File: src/common/pwp_pkg.sv
// Constants shared by the peripheral write-protect controller
package pwp_pkg;

  // ---------------------------------------------------------------
  // Bus geometry
  // ---------------------------------------------------------------
  localparam int PWP_DATA_W = 32;
  localparam int PWP_ADDR_W = 8;
  localparam int PWP_STRB_W = PWP_DATA_W / 8;

  // ---------------------------------------------------------------
  // Register offsets (byte addresses)
  // ---------------------------------------------------------------
  localparam logic [PWP_ADDR_W-1:0] PWP_OFF_CLEAR = 8'h00;
  localparam logic [PWP_ADDR_W-1:0] PWP_OFF_SET   = 8'h04;

  // ---------------------------------------------------------------
  // Reset values and implemented bits
  // ---------------------------------------------------------------
  localparam logic [PWP_DATA_W-1:0] PWP_G0_RESET = 32'h0000_0000;
  localparam logic [PWP_DATA_W-1:0] PWP_G1_RESET = 32'h0000_0002;
  localparam logic [PWP_DATA_W-1:0] PWP_G0_MASK  = 32'h0000_007e;
  localparam logic [PWP_DATA_W-1:0] PWP_G1_MASK  = 32'h0000_004e;

  // ---------------------------------------------------------------
  // Field positions, group 0
  // ---------------------------------------------------------------
  localparam int PWP_G0_IRQ_LINE_BIT = 6;
  localparam int PWP_G0_CALENDAR_BIT = 5;
  localparam int PWP_G0_WATCHDOG_BIT = 4;
  localparam int PWP_G0_CLOCK_GEN_BIT = 3;
  localparam int PWP_G0_SYS_CTRL_BIT = 2;
  localparam int PWP_G0_POWER_BIT    = 1;

  // ---------------------------------------------------------------
  // Field positions, group 1
  // ---------------------------------------------------------------
  localparam int PWP_G1_TRACE_BIT    = 6;
  localparam int PWP_G1_IO_PORT_BIT  = 3;
  localparam int PWP_G1_FLASH_BIT    = 2;
  localparam int PWP_G1_DEBUG_BIT    = 1;

  // ---------------------------------------------------------------
  // Decoded access target, latched in the setup phase
  // ---------------------------------------------------------------
  typedef enum logic [1:0] {
    PWP_TGT_NONE   = 2'b00,
    PWP_TGT_G0_CLR = 2'b01,
    PWP_TGT_G0_SET = 2'b10,
    PWP_TGT_G1_CLR = 2'b11
  } pwp_target_t;

endpackage : pwp_pkg

File: src/common/pwp_grp_if.sv
// Connection between the bus front end and one protection group
`timescale 1ns/1ps
`default_nettype none

interface pwp_grp_if;
  import pwp_pkg::*;

  logic                  wr_clear;
  logic                  wr_set;
  logic [PWP_DATA_W-1:0] wdata;
  logic [PWP_DATA_W-1:0] state;

  modport ctrl (output wr_clear, output wr_set, output wdata, input state);
  modport grp  (input wr_clear, input wr_set, input wdata, output state);
endinterface : pwp_grp_if

`default_nettype wire

File: src/pwp_group.sv
// One group of peripheral write-protection bits
`timescale 1ns/1ps
`default_nettype none

module pwp_group #(
  parameter logic [pwp_pkg::PWP_DATA_W-1:0] RESET_VAL  = 32'h0000_0000,
  parameter logic [pwp_pkg::PWP_DATA_W-1:0] VALID_MASK = 32'h0000_007e,
  parameter bit                             HAS_SET    = 1'b1
) (
  input  wire logic ref_clk,
  input  wire logic sys_rst,
  pwp_grp_if.grp    bus
);
  import pwp_pkg::*;

  logic [PWP_DATA_W-1:0] state_reg;

  // zero ignored: only one-bits of wdata touch the state
  // clear removes protection; set enables protection
  always_ff @(posedge ref_clk) begin
    if (sys_rst) begin
      state_reg <= RESET_VAL;
    end else if (bus.wr_set && HAS_SET) begin
      state_reg <= (state_reg | bus.wdata) & VALID_MASK;
    end else if (bus.wr_clear) begin
      state_reg <= state_reg & ~bus.wdata & VALID_MASK;
    end
  end

  // Unused positions always read zero
  assign bus.state = state_reg;

endmodule : pwp_group

`default_nettype wire

File: src/pwp_top.sv
// Peripheral write-protect controller with two protection groups
`timescale 1ns/1ps
`default_nettype none

module pwp_top (
  input  wire logic                              ref_clk,
  input  wire logic                              sys_rst,
  input  wire logic                              psel_grp0,
  input  wire logic                              psel_grp1,
  input  wire logic                              penable,
  input  wire logic                              pwrite,
  input  wire logic [pwp_pkg::PWP_ADDR_W-1:0]    paddr,
  input  wire logic [pwp_pkg::PWP_DATA_W-1:0]    pwdata,
  input  wire logic [pwp_pkg::PWP_STRB_W-1:0]    pstrb,
  output logic      [pwp_pkg::PWP_DATA_W-1:0]    prdata,
  output logic                                   pready,
  output logic                                   pslverr,
  output logic      [pwp_pkg::PWP_DATA_W-1:0]    group0_protect,
  output logic      [pwp_pkg::PWP_DATA_W-1:0]    group1_protect,
  output logic                                   irq_line_ctrl_prot,
  output logic                                   calendar_prot,
  output logic                                   watchdog_prot,
  output logic                                   clock_gen_prot,
  output logic                                   system_control_prot,
  output logic                                   power_manager_prot,
  output logic                                   trace_buffer_prot,
  output logic                                   io_port_prot,
  output logic                                   flash_ctrl_prot,
  output logic                                   debug_service_prot
);
  import pwp_pkg::*;

  // ---------------------------------------------------------------
  // Helpers
  // ---------------------------------------------------------------
  function automatic logic offset_hit(
    input logic [PWP_ADDR_W-1:0] addr,
    input logic [PWP_ADDR_W-1:0] offset
  );
    offset_hit = (addr == offset);
  endfunction : offset_hit

  // Byte strobes widened to a bit mask; a dead lane writes only zeros,
  // which by construction can change nothing
  function automatic logic [PWP_DATA_W-1:0] lane_mask(
    input logic [PWP_STRB_W-1:0] strb
  );
    logic [PWP_DATA_W-1:0] m;
    m = '0;
    for (int i = 0; i < PWP_STRB_W; i++) begin
      m[i*8 +: 8] = {8{strb[i]}};
    end
    lane_mask = m;
  endfunction : lane_mask

  // ---------------------------------------------------------------
  // Group instances
  // ---------------------------------------------------------------
  pwp_grp_if g0_if ();
  pwp_grp_if g1_if ();

  // group 0 resets to zero; its implemented bits
  pwp_group #(
    .RESET_VAL  (PWP_G0_RESET),
    .VALID_MASK (PWP_G0_MASK),
    .HAS_SET    (1'b1)
  ) u_group0 (
    .ref_clk (ref_clk),
    .sys_rst (sys_rst),
    .bus     (g0_if.grp)
  );

  // group 1 resets with debug service protected; its bits
  pwp_group #(
    .RESET_VAL  (PWP_G1_RESET),
    .VALID_MASK (PWP_G1_MASK),
    .HAS_SET    (1'b0)
  ) u_group1 (
    .ref_clk (ref_clk),
    .sys_rst (sys_rst),
    .bus     (g1_if.grp)
  );

  // ---------------------------------------------------------------
  // Setup phase: decode and read data captured into flops
  // ---------------------------------------------------------------
  logic                  setup_phase;
  logic                  access_phase;
  logic                  both_sel;
  logic                  sel0_only;
  logic                  sel1_only;
  pwp_target_t           target_next;
  pwp_target_t           target_reg;
  logic [PWP_DATA_W-1:0] prdata_next;
  logic [PWP_DATA_W-1:0] prdata_reg;
  logic                  pslverr_next;
  logic                  pslverr_reg;

  assign setup_phase  = (psel_grp0 | psel_grp1) & ~penable;
  assign access_phase = (psel_grp0 | psel_grp1) & penable;
  assign both_sel     = psel_grp0 & psel_grp1;
  // Both selects high is a far-side fault; neither window claims it
  assign sel0_only    = psel_grp0 & ~both_sel;
  assign sel1_only    = psel_grp1 & ~both_sel;

  // ---------------------------------------------------------------
  // Address decode
  // ---------------------------------------------------------------
  // clear at 0x00 and set at 0x04; group 1 has only the clear word
  always_comb begin
    target_next = PWP_TGT_NONE;
    if (sel0_only && offset_hit(paddr, PWP_OFF_CLEAR)) begin
      target_next = PWP_TGT_G0_CLR;
    end else if (sel0_only && offset_hit(paddr, PWP_OFF_SET)) begin
      target_next = PWP_TGT_G0_SET;
    end else if (sel1_only && offset_hit(paddr, PWP_OFF_CLEAR)) begin
      target_next = PWP_TGT_G1_CLR;
    end
  end

  // ---------------------------------------------------------------
  // Read data and error response
  // ---------------------------------------------------------------
  // both words read the live state: 1 means protected
  always_comb begin
    prdata_next = '0;
    unique case (target_next)
      PWP_TGT_NONE:   prdata_next = '0;
      PWP_TGT_G0_CLR: prdata_next = g0_if.state;
      PWP_TGT_G0_SET: prdata_next = g0_if.state;
      PWP_TGT_G1_CLR: prdata_next = g1_if.state;
    endcase
  end

  // Unmapped words and reads that carry byte strobes answer with an error
  assign pslverr_next = (target_next == PWP_TGT_NONE) |
                        (~pwrite & (|pstrb));

  // Refused accesses latch no target, so their access phase writes nothing
  always_ff @(posedge ref_clk) begin
    if (sys_rst) begin
      target_reg <= PWP_TGT_NONE;
    end else if (setup_phase) begin
      target_reg <= pslverr_next ? PWP_TGT_NONE : target_next;
    end
  end

  // Captured at setup so the access phase drives read data from a flop
  always_ff @(posedge ref_clk) begin
    if (sys_rst) begin
      prdata_reg <= '0;
    end else if (setup_phase) begin
      prdata_reg <= (pwrite || pslverr_next) ? '0 : prdata_next;
    end
  end

  always_ff @(posedge ref_clk) begin
    if (sys_rst) begin
      pslverr_reg <= 1'b0;
    end else if (setup_phase) begin
      pslverr_reg <= pslverr_next;
    end
  end

  // Zero wait states: every access phase completes at once
  assign pready  = 1'b1;
  assign prdata  = prdata_reg;
  assign pslverr = pslverr_reg;

  // ---------------------------------------------------------------
  // Access phase: one-cycle write strobes into the groups
  // ---------------------------------------------------------------
  logic                  wr_go;
  logic [PWP_DATA_W-1:0] wr_bits;

  // A refused access never strobes either group
  assign wr_go   = access_phase & pwrite & ~pslverr_reg;
  // zero bits and dead byte lanes carry no change
  assign wr_bits = pwdata & lane_mask(pstrb);

  assign g0_if.wr_clear = wr_go & (target_reg == PWP_TGT_G0_CLR);
  assign g0_if.wr_set   = wr_go & (target_reg == PWP_TGT_G0_SET);
  assign g0_if.wdata    = wr_bits;

  assign g1_if.wr_clear = wr_go & (target_reg == PWP_TGT_G1_CLR);
  assign g1_if.wr_set   = 1'b0;
  assign g1_if.wdata    = wr_bits;

  // ---------------------------------------------------------------
  // Protection outputs toward the peripherals
  // ---------------------------------------------------------------
  assign group0_protect = g0_if.state;
  assign group1_protect = g1_if.state;

  assign irq_line_ctrl_prot  = g0_if.state[PWP_G0_IRQ_LINE_BIT];
  assign calendar_prot       = g0_if.state[PWP_G0_CALENDAR_BIT];
  assign watchdog_prot       = g0_if.state[PWP_G0_WATCHDOG_BIT];
  assign clock_gen_prot      = g0_if.state[PWP_G0_CLOCK_GEN_BIT];
  assign system_control_prot = g0_if.state[PWP_G0_SYS_CTRL_BIT];
  assign power_manager_prot  = g0_if.state[PWP_G0_POWER_BIT];

  assign trace_buffer_prot   = g1_if.state[PWP_G1_TRACE_BIT];
  assign io_port_prot        = g1_if.state[PWP_G1_IO_PORT_BIT];
  assign flash_ctrl_prot     = g1_if.state[PWP_G1_FLASH_BIT];
  assign debug_service_prot  = g1_if.state[PWP_G1_DEBUG_BIT];

endmodule : pwp_top

`default_nettype wire

File: config.mk
export PLATFORM = sky130hd
export DESIGN_NAME = pwp_top
export DESIGN_NICKNAME = d
export VERILOG_FILES = /design/src/common/pwp_pkg.sv /design/src/common/pwp_grp_if.sv /design/src/pwp_group.sv /design/src/pwp_top.sv
export SDC_FILE = /design/constraint.sdc
export NUM_CORES = 1
export LEC_CHECK = 0
export BUFFER_PORTS_ARGS = -buffer_cell sky130_fd_sc_hd__buf_2
export CORE_UTILIZATION = 49
export DETAILED_ROUTE_END_ITERATION = 10
export PLACE_DENSITY_LB_ADDON = 0.1
export SYNTH_ARGS = -nofsm -noshare
export SYNTH_HDL_FRONTEND = slang
export SYNTH_HIERARCHICAL = 1
export SYNTH_SLANG_ARGS = --single-unit
File: constraint.sdc
create_clock -name ref_clk -period 5.1 [get_ports ref_clk]
set_clock_uncertainty 0.1 [all_clocks]
set_input_delay 1.53 -clock ref_clk [delete_from_list [all_inputs] [get_ports ref_clk]]
set_output_delay 1.53 -clock ref_clk [all_outputs]
set_load 0.05 [all_outputs]
==> impl_metrics.yaml <==
run_status:
  status: "complete, no violations"
floorplan:
  core-area_um2: 5140
  ios: 158
  rows: 26
  start_util_pct: 51.0
  die-area_um2: 5650
  die_y_um: 75.2
  die_x_um: 75.2
routing:
  vias: 1893
  drtIter0Drc: 73
  ant_nets: 0
  via_per_inst: 4.96
  routedWlPerCell_um: 13.4
  drc: 0
  firstDrtPassIters: 4
  wirelength_um: 5140
timing:
  setup_violations: 0
  slew_violations: 0
  rsz0062_at_grt: "false"
  final.setup.worst_slack_ns: 1.56
  tightest_slew_ns: 1.15
  max_freq_mhz: 282
  slew_headroom_pct: 23.1
  hold_viol: 0
  timing.hold.ws_ns: 0.363
  period_needed_ns: 3.54
  setup_tns_ns: 0
  min_period_over_period_pct: 69.4
pwr:
  leakage_uw: 0.00127
  ir_drop_mv: 0.106
  p_int_uw: 487
  power.share.clock_pct: 33.3
  p_switching_uw: 234
  seq_power_share_pct: 48.9
  p_comb_share_pct: 17.8
  swShare_pct: 32.5
  finalPower_uw: 721
  powerDensity_nw_per_um2: 253
critical_path:
  worst-path-buf-inv: 3
  crit_path_start: "paddr[5]"
  cp.arrival_ns: 3.67
  crit_family: "simple AND/OR/NAND/NOR gates"
  reg2reg_from: "pslverr$_SDFFE_PP0P_"
  end_kind: "register"
  worstPathMaxFanout: 18
  r2r_setup_slack_ns: 3.28
  crit_path_top_delay_cell: "buf_4"
  start_kind: "input pin"
  rr_worst_depth: 3
  path_class: "input pin to register"
  max_stage_delay_ns: 0.37
  cp.required_ns: 5.23
  path_cells: "buf_2 > nor4_1 > and4b_1 > inv_1 > ha_1 > nor2_1 > nand4b_4 > buf_4 > o2bb2ai_2"
final_layout:
  antenna_cells: 0
  final_util_pct: 55.4
  synthToLayoutAreaGrowth_pct: 8.58
  final_cell_mix: "76 x buf_2, 55 x conb_1, 45 x dfxtp_1, 32 x a22oi_1, 30 x o2bb2ai_2"
  mostFrequentLayoutCell: "buf_2"
  nets: 363
  drive_above_1_share_pct: 39.4
  fillers: 507
global_routing:
  overflow: 0
  grt_pass1_vias: 1602
  grt_max_degree: 35
  grt_pass1_wl_um: 7730
  antenna_found_initial: 0
  grt.total_usage_pct: 18.3
cts:
  cts_htree_levels: 2
  cts-resized-gates: 0
  hold_buffers: 0
  clk_path_buf_depth: 2
  clk_pin_slew_ns: 0.09
  cts_root_buf: "clkbuf_8"
  clock-sinks: 45
  insertion_delay_ns: 0.30
  cts_setup_buffers: 0
  cts_buffers: 5
  cts_tree: "done"
place:
  hpwlAfterDp_um: 3700
  gp_congestion: 0.708
  pre_cts_ws_ns: 1.22
  port_buffers: 76
hold_path:
  hold_depth: 2
  worstHoldStart: "u_group1/bus.state[3]$_SDFFE_PP0P_"
  holdCritPathClass: "register to register"
  holdPathEnd: "u_group1/bus.state[3]$_SDFFE_PP0P_"
flow_run:
  cap_violations: 0
logic_synthesis:
  synth_area_um2: 2620
  syn_avg_cell_area_um2: 10.5
  yosys_warnings: 6
  syn_inst: 250
[per-layer routing]
metal / share of wire, % / GRT usage (%)
met3: 7.0 / 5.62
met5: 0 / 0
met1: 44 / 24.1
met2: 48 / 28.7
met4: 1.0 / 5.76
[per-stage QoR]
stage	instances	cell area, um2
floorplan	302	2820
global placement	374	2750
detailed placement	374	2750
CTS	382	2850
global route	382	2850
finish	382	2850
[power by group through the flow]
stage	registers, uW	clock network (uW)	logic (uW)
3_5_place_dp	361	0	127
3_3_place_gp	361	0	127
5_1_grt	353	267	135
6_report	352	240	129
2_1_floorplan	363	0	143
4_1_cts	352	250	127
[final cells by class]
class | instances | area [um2] | area share (%)
inverters | 6 | 22.5 | 0.791
repair buffers | 79 | 403 | 14.1
clock inverters | 1 | 5.00 | 0.176
clock buffers | 7 | 96.3 | 3.38
well taps | 70 | 87.6 | 3.07
multi-input cells | 174 | 1330 | 46.8
flip-flops and latches | 45 | 901 | 31.6
[worst max-delay path by stage]
| stage | end | cells past startpoint |
|---|---|---|
| final | prdata[6]$_SDFFE_PP0P_ | 9 |
| after global routing | prdata[6]$_SDFFE_PP0P_ | 9 |
| after CTS | prdata[6]$_SDFFE_PP0P_ | 9 |
| after detailed placement | prdata[6]$_SDFFE_PP0P_ | 9 |
| after global placement | prdata[6]$_SDFFE_PP0P_ | 9 |
| after floorplan | prdata[1]$_SDFFE_PP0P_ | 8 |
[worst min-delay path, stage by stage (launching register included)]
cell      delay [ns]
dfxtp_1         0.33
inv_1           0.05
a211oi_1        0.04
(Power assumes the default switching activity.)
